--- config.mk ---
export PLATFORM = sky130hd
export DESIGN_NAME = rpst_sequencer
export DESIGN_NICKNAME = d
export VERILOG_FILES = /design/src/core/rpst_pkg.sv /design/src/core/rpst_sequencer.sv
export SDC_FILE = /design/constraint.sdc
export NUM_CORES = 1
export LEC_CHECK = 0
export ABC_AREA = 1
export BUFFER_PORTS_ARGS = -buffer_cell sky130_fd_sc_hd__clkbuf_2
export CAP_MARGIN = 20
export CORE_MARGIN = 5
export CORE_UTILIZATION = 37
export CTS_CLUSTER_DIAMETER = 30
export DETAILED_ROUTE_END_ITERATION = 8
export GPL_ROUTABILITY_DRIVEN = 0
export GPL_TIMING_DRIVEN = 1
export PLACE_DENSITY = 0.52
export REMOVE_ABC_BUFFERS = 1
export SLEW_MARGIN = 20
export SYNTH_ARGS = -nofsm -noshare
export SYNTH_HDL_FRONTEND = slang
export SYNTH_SLANG_ARGS = --single-unit
--- constraint.sdc ---
create_clock -name mclk -period 2.6 [get_ports mclk]
set_input_delay 0.39 -clock mclk [delete_from_list [all_inputs] [get_ports mclk]]
set_output_delay 0.39 -clock mclk [all_outputs]
set_load 0.05 [all_outputs]
--- src/core/rpst_pkg.sv ---
// constants, register layout and types of the rail power sequencer slice
package rpst_pkg;
    localparam logic [7:0] RAIL4_SEL_ADDR = 8'h1C;
    localparam logic [7:0] DELAYS14_ADDR = 8'h1D;
    localparam logic [7:0] DELAYS_TRIG_ADDR = 8'h1E;
    localparam logic [7:0] RAIL4_SEL_RST = 8'h40;
    localparam logic [7:0] DELAYS14_RST = 8'h00;
    localparam logic [7:0] DELAYS_TRIG_RST = 8'h00;
    localparam logic [7:0] RDATA_RST = 8'h00;
    localparam logic [7:0] UNMAPPED_RDATA = 8'h00;

    localparam logic [3:0] SEL_NONE = 4'h0;
    localparam logic [3:0] SEL_FREE_A = 4'h8;
    localparam logic [3:0] SEL_FREE_B = 4'h9;
    localparam logic [3:0] SEL_WITH_SYS = 4'hF;
    localparam logic [3:0] STROBE_IDLE = 4'h0;
    localparam logic [3:0] STROBE_FIRST = 4'h1;
    localparam logic [3:0] STROBE_LAST = 4'h7;
    localparam logic [3:0] DELAY_FIRST = 4'h1;
    localparam logic [3:0] DELAY_LAST = 4'h6;
    localparam int NUM_DELAYS = 6;
    localparam int DELAY_FIELDS_W = 12;

    localparam logic [1:0] DLY_CODE_A = 2'h0;
    localparam logic [1:0] DLY_CODE_B = 2'h1;
    localparam logic [1:0] DLY_CODE_C = 2'h2;
    localparam int MCLK_HZ = 10_000_000;
    localparam int MS_PER_S = 1000;
    localparam int DLY_A_MS = 1;
    localparam int DLY_B_MS = 2;
    localparam int DLY_C_MS = 5;
    localparam int DLY_D_MS = 10;
    localparam int DLY_A_CYC = DLY_A_MS * (MCLK_HZ / MS_PER_S);
    localparam int DLY_B_CYC = DLY_B_MS * (MCLK_HZ / MS_PER_S);
    localparam int DLY_C_CYC = DLY_C_MS * (MCLK_HZ / MS_PER_S);
    localparam int DLY_D_CYC = DLY_D_MS * (MCLK_HZ / MS_PER_S);
    localparam int TIMER_W = 24;
    localparam logic [23:0] TIMER_ZERO = 24'h000000;
    localparam logic [23:0] TIMER_ONE = 24'h000001;

    typedef struct packed {
        logic [3:0] rail4_strobe_select;
        logic [3:0] spare;
    } rpst_sel_t;

    typedef struct packed {
        logic [1:0] fifth_delay_select;
        logic [1:0] sixth_delay_select;
        logic spare;
        logic power_up_trigger;
        logic power_down_trigger;
        logic instant_shutdown;
    } rpst_trig_t;

    typedef enum logic [1:0] {ST_IDLE, ST_UP, ST_DOWN} rpst_state_t;
endpackage : rpst_pkg

--- src/core/rpst_sequencer.sv ---
// sequencer slice: fourth rail strobe, six delays, power-up and power-down control
// Summary of operation
// - code zero leaves rail untouched by strobes
// - codes one to seven enable at that strobe
// - strobe select resets to strobe four
// - delay codes give 1, 2, 5, 10 ms
// - power-up trigger starts sequence, self-clears
// - power-down trigger starts shutdown, self-clears
// - normal shutdown runs power-up order reversed
// - instant shutdown drops controlled rails at once
// - shutdown on enable pin falling edge or trigger
// - shutdown leaves uncontrolled rails as they are
// - fifth, sixth delays and control bits reset zero
// - codes eight, nine free; fifteen with supply
`timescale 1ns/1ns
module rpst_sequencer #(
    parameter int DLY_A_CYCLES = rpst_pkg::DLY_A_CYC,
    parameter int DLY_B_CYCLES = rpst_pkg::DLY_B_CYC,
    parameter int DLY_C_CYCLES = rpst_pkg::DLY_C_CYC,
    parameter int DLY_D_CYCLES = rpst_pkg::DLY_D_CYC,
    parameter logic [7:0] DELAYS14_RESET = rpst_pkg::DELAYS14_RST
) (
    input wire logic mclk, // 10 MHz clock
    input wire logic rst, // synchronous reset, active high
    input wire logic [7:0] reg_addr, // register address
    input wire logic [7:0] reg_wdata, // write data
    input wire logic reg_wr, // write strobe, one cycle
    input wire logic reg_rd, // read strobe, one cycle
    output logic [7:0] reg_rdata, // read data, valid the cycle after reg_rd
    input wire logic power_enable_input, // falling edge (high to low) starts shutdown; a level that is already low does not
    output logic fourth_switch_rail, // enable of the fourth rail
    output logic seq_busy, // a sequence is running
    output logic [3:0] strobe_num // current strobe number
);
    import rpst_pkg::*;

    rpst_sel_t sel_reg, sel_next;
    logic [7:0] dl14_reg, dl14_next;
    rpst_trig_t trig_reg, trig_next;
    rpst_state_t state_reg, state_next;
    logic [3:0] strobe_reg, strobe_next;
    logic [TIMER_W-1:0] timer_reg, timer_next;
    logic rail_reg, rail_next;
    logic pen_reg, pen_next;
    logic busy_reg, busy_next;
    logic [7:0] rdata_reg, rdata_next;
    logic [DELAY_FIELDS_W-1:0] dly_fields;
    logic [TIMER_W-1:0] dly_cyc [1:NUM_DELAYS];
    logic [3:0] code;
    logic controlled;
    logic down_req;

    assign dly_fields = {dl14_reg, trig_reg.fifth_delay_select, trig_reg.sixth_delay_select};
    assign code = sel_reg.rail4_strobe_select;
    assign controlled = (code != SEL_NONE) && (code != SEL_FREE_A) && (code != SEL_FREE_B);
    assign down_req = trig_reg.power_down_trigger || (pen_reg && !power_enable_input);

    // one count per delay field
    for (genvar i = 1; i <= NUM_DELAYS; i++) begin : g_dly
        logic [1:0] fld;
        assign fld = dly_fields[DELAY_FIELDS_W - 2 * (i - 1) - 1 -: 2];
        always_comb begin
            if (fld == DLY_CODE_A) begin
                dly_cyc[i] = TIMER_W'(DLY_A_CYCLES);
            end else if (fld == DLY_CODE_B) begin
                dly_cyc[i] = TIMER_W'(DLY_B_CYCLES);
            end else if (fld == DLY_CODE_C) begin
                dly_cyc[i] = TIMER_W'(DLY_C_CYCLES);
            end else begin
                dly_cyc[i] = TIMER_W'(DLY_D_CYCLES);
            end
        end
    end

    function automatic logic [TIMER_W-1:0] load_of(input logic [3:0] idx);
        logic [TIMER_W-1:0] r;
        r = TIMER_ZERO;
        if (idx >= DELAY_FIRST && idx <= DELAY_LAST) begin
            r = dly_cyc[idx];
        end
        return r;
    endfunction : load_of

    always_comb begin
        sel_next = sel_reg;
        dl14_next = dl14_reg;
        trig_next = trig_reg;
        state_next = state_reg;
        strobe_next = strobe_reg;
        timer_next = timer_reg;
        rail_next = rail_reg;
        pen_next = power_enable_input;
        rdata_next = rdata_reg;
        trig_next.power_up_trigger = 1'b0;
        trig_next.power_down_trigger = 1'b0;
        if (down_req) begin
            if (trig_reg.instant_shutdown) begin
                if (controlled) begin
                    rail_next = 1'b0;
                end
                state_next = ST_IDLE;
                strobe_next = STROBE_IDLE;
                timer_next = TIMER_ZERO;
            end else begin
                state_next = ST_DOWN;
                strobe_next = STROBE_LAST;
                timer_next = load_of(STROBE_LAST - DELAY_FIRST);
            end
        end else begin
            case (state_reg)
                ST_IDLE: begin
                    if (trig_reg.power_up_trigger) begin
                        state_next = ST_UP;
                        strobe_next = STROBE_FIRST;
                        timer_next = load_of(STROBE_FIRST);
                        if (code == SEL_WITH_SYS) begin
                            rail_next = 1'b1;
                        end
                    end
                end
                ST_UP: begin
                    if (code == strobe_reg) begin
                        rail_next = 1'b1;
                    end
                    if (timer_reg != TIMER_ZERO) begin
                        timer_next = timer_reg - TIMER_ONE;
                    end else if (strobe_reg == STROBE_LAST) begin
                        state_next = ST_IDLE;
                        strobe_next = STROBE_IDLE;
                    end else begin
                        strobe_next = strobe_reg + STROBE_FIRST;
                        timer_next = load_of(strobe_reg + STROBE_FIRST);
                    end
                end
                ST_DOWN: begin
                    if (code == strobe_reg) begin
                        rail_next = 1'b0;
                    end
                    if (timer_reg != TIMER_ZERO) begin
                        timer_next = timer_reg - TIMER_ONE;
                    end else if (strobe_reg == STROBE_FIRST) begin
                        state_next = ST_IDLE;
                        strobe_next = STROBE_IDLE;
                        // a rail that came up with the supply came up first, so it drops last
                        if (code == SEL_WITH_SYS) begin
                            rail_next = 1'b0;
                        end
                    end else begin
                        strobe_next = strobe_reg - STROBE_FIRST;
                        timer_next = load_of(strobe_reg - STROBE_FIRST - DELAY_FIRST);
                    end
                end
                default: begin
                    state_next = ST_IDLE;
                end
            endcase
        end
        // a host write lands after the consume, so a trigger written in the consume cycle is kept
        if (reg_wr) begin
            if (reg_addr == RAIL4_SEL_ADDR) begin
                sel_next = rpst_sel_t'(reg_wdata);
            end else if (reg_addr == DELAYS14_ADDR) begin
                dl14_next = reg_wdata;
            end else if (reg_addr == DELAYS_TRIG_ADDR) begin
                trig_next = rpst_trig_t'(reg_wdata);
            end
        end
        if (reg_rd) begin
            if (reg_addr == RAIL4_SEL_ADDR) begin
                rdata_next = sel_reg;
            end else if (reg_addr == DELAYS14_ADDR) begin
                rdata_next = dl14_reg;
            end else if (reg_addr == DELAYS_TRIG_ADDR) begin
                rdata_next = trig_reg;
            end else begin
                rdata_next = UNMAPPED_RDATA;
            end
        end
        busy_next = (state_next != ST_IDLE);
    end

    always_ff @(posedge mclk) begin
        if (rst) begin
            sel_reg <= rpst_sel_t'(RAIL4_SEL_RST);
            dl14_reg <= DELAYS14_RESET;
            trig_reg <= rpst_trig_t'(DELAYS_TRIG_RST);
            state_reg <= ST_IDLE;
            strobe_reg <= STROBE_IDLE;
            timer_reg <= TIMER_ZERO;
            rail_reg <= 1'b0;
            pen_reg <= 1'b0;
            busy_reg <= 1'b0;
            rdata_reg <= RDATA_RST;
        end else begin
            sel_reg <= sel_next;
            dl14_reg <= dl14_next;
            trig_reg <= trig_next;
            state_reg <= state_next;
            strobe_reg <= strobe_next;
            timer_reg <= timer_next;
            rail_reg <= rail_next;
            pen_reg <= pen_next;
            busy_reg <= busy_next;
            rdata_reg <= rdata_next;
        end
    end

    assign reg_rdata = rdata_reg;
    assign fourth_switch_rail = rail_reg;
    assign seq_busy = busy_reg;
    assign strobe_num = strobe_reg;
endmodule : rpst_sequencer

* After elaboration in Yosys (flattened, before gate mapping)
Cells that the tools add are included.
Operators by class: $add $sub $neg 4, order comparisons 6, eq/ne operators 32, muxes and demuxes 64, bitwise gates (word level) 6, reduce and logical (&&, ||, !) cells 25
Operator list (count):
- $mux W24 | 13
- $mux W17 | 18
- $bmux W24 S3 | 2
- $pmux W24 S3 | 1
- $eq A8 B5 Y1 const B | 3
- $mux W4 | 6
- $mux W8 | 3
- $reduce_bool A24 Y1 | 1
- $sub A24 B1 Y24 const B | 1
- $ne A4 B4 Y1 const B | 4
- $ne A3 B3 Y1 const B | 5
- $eq A2 B1 Y1 const B | 7
- $eq A2 B2 Y1 const B | 7
- $logic_not A2 Y1 | 7
- $mux W2 | 7
- $pmux W4 S3 | 1
- $reduce_and A4 Y1 | 3
- $ge A5 B4 Y1 const B | 2
- $mux W1 | 10
- $not A4 Y5 | 2
- $ge A4 B1 Y1 const B | 2
- $le A4 B3 Y1 const B | 2
- $reduce_bool A4 Y1 | 2
- $sub A4 B1 Y4 const B | 2
- other kinds (18) | 26
Storage, ports and cells: flip-flop bits (word level) 65, bits of input ports 21, output and inout bits 14, word-level logic and storage cells 153

* Logic depth before layout (Yosys ltp)
Gate-level depths: netlist of the first run.
depth in word-level cells 12, depth in mapped cells 20, depth with buffers taken out 18

* Least setup slack after synthesis of the first run
No wires, ideal clock.
kind register to register, from reg strobe_reg[0], in the netlist strobe_num[0], to reg timer_reg[7], library setup time 0.070 ns, arrival time 2.613 ns, required time 2.530 ns, setup slack -0.083 ns, cell stages (with the launch flop) 18, path buffers 2, period minus slack after synthesis 2.683 ns, cell sequence dfxtp_1 inv_2 buf_4 ha_1 nor2_1 buf_4 nand2_1 o211ai_1 nand2_1 nand2_1 nand2_1 nand2_1 nand2_1 nand2_1 nand2_1 nand2_1 nand2_1 a21oi_1
On the way: cells in the longest elaborated chain, start to end 11, elaborated cells between the ends (all ways) 30, classes of those cells 3 x add/sub; 4 x order compare; 4 x eq/ne; 14 x mux; 2 x bitwise; 3 x reduce/logical
RTL lines:
- from (decl) | RTL line rpst_sequencer.sv:41 | logic [3:0] strobe_reg, strobe_next;
- from (signal assigned) | RTL line rpst_sequencer.sv:199 | strobe_reg <= strobe_next;
- $sub A4 B1 Y4 (2 in a row) | RTL line rpst_sequencer.sv:150 | timer_next = load_of(strobe_reg - STROBE_FIRST - DELAY_FIRST);
- $not A4 Y5 (not written as such) | RTL line rpst_sequencer.sv:79 | r = dly_cyc[idx];
- $bmux W24 S3 | RTL line rpst_sequencer.sv:79
- $mux W24 (not written as such) (2 in a row) | RTL line rpst_sequencer.sv:79
- $mux W24 | RTL line rpst_sequencer.sv:78 | if (idx >= DELAY_FIRST && idx <= DELAY_LAST) begin
- $mux W24 | RTL line rpst_sequencer.sv:141 | end else if (strobe_reg == STROBE_FIRST) begin
- $mux W24 | RTL line rpst_sequencer.sv:139 | if (timer_reg != TIMER_ZERO) begin
- $pmux W24 S3 | RTL line rpst_sequencer.sv:110 | case (state_reg)
- $mux W24 | RTL line rpst_sequencer.sv:96 | if (down_req) begin
- to (signal assigned) | RTL line rpst_sequencer.sv:200 | timer_reg <= timer_next;
- to (decl) | RTL line rpst_sequencer.sv:42 | logic [TIMER_W-1:0] timer_reg, timer_next;
Several ways; a longest one is shown, not always the timed one. The select of a mux whose other input is x is not followed. A chain may end at the register's enable or synchronous reset.

* Worst setup path in the final report of the first run
Same ends and word-level chain as after synthesis.

==> results.toml, run 1 <==
[sta]
finalHoldViolCount = 0
period_share_pct = 92.4
drv_slew = 0
worst_pin_slew_ps = 609
final.setup.tns_ps = 0
period_minus_slack_ps = 2400
setup_viol = 0
relSlewSlack_pct = 59.0
skew_ps = 6.27
fmax_mhz = 416

[clock_tree]
hold_buffers = 0
insertion_delay_ps = 340
cts_buffers = 9
cts_max_level = 3
cts_tree = "done"
cts-root-buf = "clkbuf_16"
cts.sinks = 65
cts.path.max_buffers = 2
clk_pin_slew_worst_paths_ps = 60

[drt]
vias = 5778
wire_per_inst_um = 17.1
ant_nets = 0
drt-pass1-iter-count = 6
drc_errors = 0
drt_iter0_drc = 520
viasPerCell = 5.44
wirelength_um = 18100

[power_and_ir_drop]
comb_power_share_pct = 26.4
seq_power_share_pct = 32.4
power_leakage_nw = 2.74
p_int_mw = 2.19
peakVddDrop_mv = 0.421
clock_power_share_pct = 41.1
p_sw_mw = 1.11
powerDensity_nw_per_um2 = 540
power_switching_share_pct = 33.7
finalPower_mw = 3.30

[yosys]
syn_inst = 833
async_flop_share_pct = 0
ys_ff_latch = 65
yosysSeqAreaShare_pct = 24.4
synth_top_area_share_pct = 24.4
netlist_area_um2 = 5340
synthTopCellsByArea = "dfxtp_1 24%, nand2_1 14%, ha_1 9.4%"
synth-edff-count = 0
ys_types = 50
yosysTopAreaCell = "dfxtp_1"
syn_avg_cell_area_um2 = 6.41
ys.warnings.count = 0
synth-main-ff-cell = "dfxtp_1"

[die]
rows = 44
initial_utilization_pct = 37.2
core-area_um2 = 14400
dieHeight_um = 130
ios = 35
die_x_um = 130
design.die.area_um2 = 16900

[layout]
nNetsFinal = 935
finalInstanceArea_um2 = 6120
largest_register_ffs = 24
drive_above_1_share_pct = 15.1
num_antenna_cells = 0
syn_to_final_growth_pct = 14.6
fin_cells = 1063

[global_routing]
grt_util_all_layers_pct = 21.9
grt_pass1_wl_um = 28800
grt_max_degree = 25
grt_pass1_vias = 5395
antenna_found_initial = 0
overflow = 0

[worst_setup_path]
crit_path_max_fanout = 17
cp_data_arrival_time_ps = 2630
crit_path_end_kind = "register"
cp-start-kind = "register"
cp_data_required_time_ps = 2830
critPathKind = "register to register"

[placed_design]
io_buffers = 34
place_area_um2 = 5750
dpl.cell_count = 1044
hpwlAfterDp_um = 14000

[outcome]
status = "finished clean"

[run]
maxCapViolCount = 0

[worst_hold_path]
min_path_type = "primary input to register"
## cell usage after synthesis (8+ instances only)
master	count
a211oi_1	11
a21oi_1	60
a31oi_1	10
buf_2	10
buf_4	8
clkbuf_1	11
dfxtp_1	65
ha_1	40
inv_1	77
inv_2	11
nand2_1	200
nand2_2	10
nand3_1	41
nand4_1	9
nor2_1	97
nor3_1	16
o21ai_0	72
o22ai_1	9
xnor2_1	8
## layout make-up
type / instances / area (um2)
Inverter: 90 / 342
Fill cell: 1508 / 8250
Clock inverter: 6 / 90.1
Multi-Input combinational cell: 648 / 3550
Tap cell: 184 / 230
Timing Repair Buffer: 60 / 365
Clock buffer: 10 / 239
Sequential cell: 65 / 1300
## layout by cell type (no fill, tap or decap), types with 2 or more instances in the layout
cell type	Yosys	routed
inv_1	77	76
nand3_1	41	41
nor3b_1	2	2
nor2_4	6	7
clkbuf_16	0	9
o21a_1	3	3
o211ai_1	7	7
buf_4	8	26
o221a_2	5	5
inv_2	11	11
o21ai_0	72	72
xnor2_1	8	8
nor2_1	97	97
a31oi_1	10	10
clkinvlp_4	0	2
o22ai_1	9	9
nor2_2	3	2
nand2_2	10	9
nor4_1	2	2
nor3_2	1	2
a32oi_1	2	2
a211oi_1	11	11
o21ai_1	2	2
nor3b_2	3	3
clkbuf_2	0	34
xor2_1	5	5
a21oi_1	60	60
nand2_1	200	200
bufinv_16	0	2
nand2_4	2	3
dfxtp_1	65	65
or2_2	7	7
nand4_1	9	9
clkinv_1	2	2
nor3_1	16	15
ha_1	40	40
## per-stage QoR
step | setup slack (ps) | hold WS [ps] | utilization (%)
after floorplan | -625 | 427 | -
after global placement | 18.0 | 436 | 40.0
after detailed placement | -0.671 | 444 | 40.0
after CTS | 111 | 299 | 42.4
after global routing | -5.33 | 315 | 42.6
final | 198 | 309 | 42.6
## worst max-delay path, stage by stage, from the launching register on
cell        delay (ps)
dfxtp_1            310
buf_4              210
ha_1               260
nand2_2            120
inv_2               60
nor2_4             200
clkinvlp_4         190
buf_4              180
a21oi_1            110
nand3_1             90
nand3_1             80
nand2_1             50
nand2_1             60
nand2_1            100
nand2_1             80
nand2_1             40
nand2_1             50
a21oi_1             50
## cells by family (layout without fill, tap and decap cells)
family                   count (synthesis)  count (layout)  synth area share, %
XOR/XNOR                                13              13                 2.13
AO/OA/AOI/OAI                          190             190                 20.7
AND/OR/NAND/NOR                        405             405                 34.0
buffers and inverters                  120             166                 9.37
adder cells (fa/ha/maj)                 40              40                 9.37
flip-flops                              65              65                 24.4
## routing by layer
layer / up-vias / routed length (um) / global-route usage, %
li1: 2841 / - / -
met1: 2659 / 7890 / 28.7
met2: 232 / 8360 / 35.3
met3: 46 / 1260 / 4.50
met4: 0 / 629 / 8.56
met5: - / 0 / 0
## worst paths after layout
path                            cells past startpoint                         to                        from  slack [ps]
worst max-delay path                               17  timer_reg[7]$_SDFFE_PP0P_  strobe_num[0]$_SDFFE_PP0P_         200
worst max register to register                     17  timer_reg[7]$_SDFFE_PP0P_  strobe_num[0]$_SDFFE_PP0P_         200
worst min-delay path                                3   dl14_reg[6]$_SDFFE_PP0P_                reg_wdata[6]         310
worst min register to register                      2    sel_reg[1]$_SDFFE_PP0P_     sel_reg[1]$_SDFFE_PP0P_         450
## repair_timing
item | CTS | global route
endpoints found under the setup margin | 1 | 6
cloned | 0 | 0
resized for setup | 1 | 3
buffers inserted | 0 | 3
pin swaps | 0 | 1
## power groups by stage
stage | clock (mW) | combinational, mW | sequential (mW)
final | 1.36 | 0.873 | 1.07
after global routing | 1.44 | 0.968 | 1.08
after CTS | 1.39 | 0.856 | 1.07
after detailed placement | 0 | 0.852 | 1.09
after global placement | 0 | 0.852 | 1.09
after floorplan | 0 | 0.559 | 1.12
Power figures use the tool's default switching activity.
==> run 2: changes to the inputs <==
Settings changed: CORE_UTILIZATION 37 to 54, PLACE_DENSITY 0.52 to 0.79.
==> run 2 against run 1 <==
  * Critical path type unchanged
  * Count of clock-buffer cells in the layout did not move
  * Die area fell by 29%
  * Clock power fell by 28%
  * Cell count fell by 5.1%
  * Core utilization rose by 18 points
  * Largest power group is now sequential cells
  * Critical path depth fell by 3
  * Worst hold slack got worse by 15 ps
  * Non-clock buffer count fell by 2
  * Total power fell by 12%
  * Clock skew rose by 5.6 ps
  * Routed wire length fell by 14%
==> results.toml, run 2 (synthesis results as in run 1) <==
[drt]
drt-pass1-iter-count = 5
vias = 5729
wire_per_inst_um = 15.5
wirelength_um = 15600
drc_errors = 0
drt_iter0_drc = 488
viasPerCell = 5.68
ant_nets = 0

[worst_hold_path]
min_path_type = "primary input to register"

[power_and_ir_drop]
clock_power_share_pct = 33.6
powerDensity_nw_per_um2 = 492
finalPower_mw = 2.91
seq_power_share_pct = 36.8
power_switching_share_pct = 35.5
power_leakage_nw = 2.67
p_int_mw = 1.88
peakVddDrop_mv = 0.317
p_sw_mw = 1.03
comb_power_share_pct = 29.6

[layout]
layout_common_cells = "200 x nand2_1, 97 x nor2_1, 77 x inv_1"
drive_above_1_share_pct = 14.7
mostFrequentLayoutCell = "nand2_1"
syn_to_final_growth_pct = 10.8
nNetsFinal = 933
fin_cells = 1009
largest_register_ffs = 24
num_antenna_cells = 0

[clock_tree]
clk_pin_slew_worst_paths_ps = 80
insertion_delay_ps = 350
cts.path.max_buffers = 2
cts_max_level = 3
cts.sinks = 65
post_cts_buffers = 0
cts_buffers = 9
cts-root-buf = "clkbuf_8"
cts_tree = "done"

[sta]
fmax_mhz = 414
rsz0062_at_grt = "false"
drv_slew = 0
worst_pin_slew_ps = 566
skew_ps = 11.9
fin_ws_ps = 183
period_minus_slack_ps = 2420
finalHoldViolCount = 0
setup_viol = 0
relSlewSlack_pct = 61.9
period_share_pct = 93.0

[global_routing]
overflow = 0
grt_pass1_wl_um = 25900
grt_pass1_vias = 5274
grt_max_degree = 21
grt_util_all_layers_pct = 27.5
antenna_found_initial = 0

[worst_setup_path]
crit_path_end_kind = "register"
crit_path_max_fanout = 17
cp_data_required_time_ps = 2880
r2r_slack_ps = 180
cp-start-kind = "register"
cp_data_arrival_time_ps = 2690
critPathKind = "register to register"

[die]
dieHeight_um = 109
core-area_um2 = 9730
rows = 36
initial_utilization_pct = 54.9
design.die.area_um2 = 12000
die_x_um = 109
ios = 35

[placed_design]
dpl.cell_count = 994
hpwlAfterDp_um = 11800
dp_slack_ps = 244
io_buffers = 34

[outcome]
status = "finished clean"

[run]
maxCapViolCount = 0
[run 2: worst paths after layout]
kind,startpoint,endpoint,depth (start not counted)
max,strobe_num[0]$_SDFFE_PP0P_,timer_reg[5]$_SDFFE_PP0P_,14
min,power_enable_input,pen_reg$_SDFF_PP0_,3
max reg2reg,strobe_num[0]$_SDFFE_PP0P_,timer_reg[5]$_SDFFE_PP0P_,14
min reg2reg,sel_reg[2]$_SDFFE_PP0P_,sel_reg[2]$_SDFFE_PP0P_,2
[run 2: layout make-up]
type,count,area [um2]
fillers,957,3810
multi-input cells,648,3540
flip-flops and latches,65,1300
repair buffers,58,350
inverters,90,338
well taps,133,166
clock buffers,10,138
clock inverters,5,80.1
[run 2: metrics by stage]
step | utilization [%] | instance area, um2 | TNS [ps] | hold WS, ps
2_1_floorplan | - | 5180 | -6980 | 427
3_3_place_gp | 58.5 | 5700 | 0 | 433
3_5_place_dp | 58.5 | 5700 | 0 | 443
4_1_cts | 60.8 | 5910 | 0 | 281
5_1_grt | 60.8 | 5920 | 0 | 309
6_report | 60.8 | 5920 | 0 | 294
[run 2: critical path, cell delays in order, from the launching register on]
cell	delay, ps
dfxtp_1	350
buf_4	270
ha_1	250
nor2_1	80
nor2_4	250
inv_1	250
nor3_2	200
a21oi_1	120
nor2_1	140
nor2_1	50
nand2_1	70
nand2_1	40
nand2_1	70
nand2_1	50
a21oi_1	130
[run 2: per-layer routing]
| layer | track usage (%) | vias to the layer above | share of wire, % |
|---|---|---|---|
| met5 | 0 | - | 0 |
| met4 | 13.3 | 0 | 4.1 |
| met3 | 6.58 | 63 | 11 |
| met2 | 39.3 | 339 | 40 |
| met1 | 38.7 | 2495 | 44 |
| li1 | - | 2832 | - |
[run 2: timing repair]
item,4_1_cts,5_1_grt
hold buffers,0,0
gates resized for setup,0,1
setup endpoints to repair,0,3
[run 2: power by group through the flow]
| stage | Sequential (mW) | Combinational, mW | Clock [mW] |
|---|---|---|---|
| finish | 1.07 | 0.861 | 0.978 |
| global route | 1.08 | 0.961 | 1.03 |
| CTS | 1.07 | 0.843 | 0.984 |
| detailed placement | 1.09 | 0.838 | 0 |
| global placement | 1.09 | 0.833 | 0 |
| floorplan | 1.12 | 0.559 | 0 |
==> run 3: changes to the inputs <==
Settings changed: PLACE_DENSITY 0.79 to default, PLACE_DENSITY_LB_ADDON from default to 0.1.
==> run 3 against run 2 <==
  * Global-route usage increased by 1.7 points
  * Routed wire length increased by 8.3%
  * Cell count increased by 0.20%
  * Register-to-register slack got worse by 50 ps
  * Clock power decreased by 6.7%
  * Sequential share of layout area about the same
  * First-iteration DRC count increased by 59%
  * Critical path type unchanged
==> results.toml, run 3 (synthesis results as in run 1) <==
[sta]
fmax_mhz = 406
period_share_pct = 94.7
skew_ps = 11.1
rsz0062_at_grt = "false"
fin_ws_ps = 137
drv_slew = 0
worst_pin_slew_ps = 607
period_minus_slack_ps = 2460
final.setup.tns_ps = 0
relSlewSlack_pct = 59.1
finalHoldViolCount = 0
whs_ps = 310
setup_viol = 0

[clock_tree]
cts-root-buf = "clkbuf_8"
insertion_delay_ps = 360
cts_buffers = 9
cts_tree = "done"
cts.sinks = 65
cts_max_level = 3
cts.path.max_buffers = 2
clk_pin_slew_worst_paths_ps = 80

[drt]
drt-pass1-iter-count = 7
wire_per_inst_um = 16.7
drt_iter0_drc = 777
viasPerCell = 5.88
ant_nets = 0
wirelength_um = 16900
drc_errors = 0
vias = 5941

[worst_setup_path]
crit_path_max_fanout = 17
critPathKind = "register to register"
cp_data_required_time_ps = 2850
crit_path_end_kind = "register"
cp-start-kind = "register"
cp_data_arrival_time_ps = 2710

[power_and_ir_drop]
seq_power_share_pct = 37.5
power_leakage_nw = 2.67
clock_power_share_pct = 31.9
p_int_mw = 1.81
power_switching_share_pct = 36.5
p_sw_mw = 1.04
finalPower_mw = 2.86
comb_power_share_pct = 30.6
peakVddDrop_mv = 0.369
powerDensity_nw_per_um2 = 482

[layout]
syn_to_final_growth_pct = 10.9
num_antenna_cells = 0
largest_register_ffs = 24
finalInstanceArea_um2 = 5920
fin_cells = 1011
nNetsFinal = 934
layout_common_cells = "200 x nand2_1, 97 x nor2_1, 76 x inv_1"
mostFrequentLayoutCell = "nand2_1"
fin_util_pct = 60.9
drive_above_1_share_pct = 15.0

[worst_hold_path]
min_path_type = "primary input to register"

[global_routing]
grt_pass1_wl_um = 27500
grt_pass1_vias = 5677
grt_util_all_layers_pct = 29.3
antenna_found_initial = 0
grt_max_degree = 24
overflow = 0

[die]
core-area_um2 = 9730
initial_utilization_pct = 54.9
design.die.area_um2 = 12000
ios = 35
die_x_um = 109
dieHeight_um = 109
rows = 36

[run]
maxCapViolCount = 0

[outcome]
status = "finished clean"

[placed_design]
dpl.cell_count = 989
dp_slack_ps = 120
io_buffers = 34
place_area_um2 = 5660
hpwlAfterDp_um = 12800
-- run 3: cell types whose count changed in the layout (fill, tap and decap cells not counted), sizes merged --
cell and change:
bufinv -1, clkbuf +3, inv -1, clkinv +1
-- run 3: path summary, 6_finish.rpt --
| kind | from | end | slack [ps] | cells after the start |
|---|---|---|---|---|
| max | strobe_num[0]$_SDFFE_PP0P_ | timer_reg[14]$_SDFFE_PP0P_ | 140 | 15 |
| min | reg_wdata[6] | g_dly[5].fld[0]$_SDFFE_PP0P_ | 310 | 3 |
| max reg2reg | strobe_num[0]$_SDFFE_PP0P_ | timer_reg[14]$_SDFFE_PP0P_ | 140 | 15 |
| min reg2reg | sel_reg[1]$_SDFFE_PP0P_ | sel_reg[1]$_SDFFE_PP0P_ | 450 | 2 |
-- run 3: layout make-up --
type,count,area [um2]
flip-flops and latches,65,1300
multi-input cells,648,3550
clock inverters,4,51.3
inverters,90,342
well taps,133,166
clock buffers,12,155
fillers,991,3810
repair buffers,59,355
-- run 3: what timing repair did --
action,4_1_cts,5_1_grt
resized for setup,0,4
endpoints found under the setup margin,0,4
hold buffers,0,0
buffers inserted,0,6
-- run 3: worst max-delay path, stage by stage (launching register included) --
cell and delay [ps]:
dfxtp_1 320, buf_4 210, ha_1 260, nand2_2 120
inv_2 60, nor2_4 210, clkinvlp_4 220, clkbuf_2 190
a21oi_1 170, nand3_1 130, nand3_1 120, nand3_1 80
nand2_1 80, nand2_1 40, nand2_1 70, a21oi_1 50
-- run 3: power groups by stage --
stage | logic (mW) | registers [mW] | clock network [mW]
finish | 0.875 | 1.07 | 0.912
global placement | 0.827 | 1.09 | 0
CTS | 0.841 | 1.07 | 0.927
detailed placement | 0.835 | 1.09 | 0
floorplan | 0.559 | 1.12 | 0
global route | 0.964 | 1.08 | 0.964
-- run 3: metal layers --
metal,track usage [%],share of wire (%),up-vias
li1,-,-,2834
met5,0,0,-
met2,48.1,46,345
met1,35.9,40,2694
met4,15.8,4.6,0
met3,5.93,9.3,68
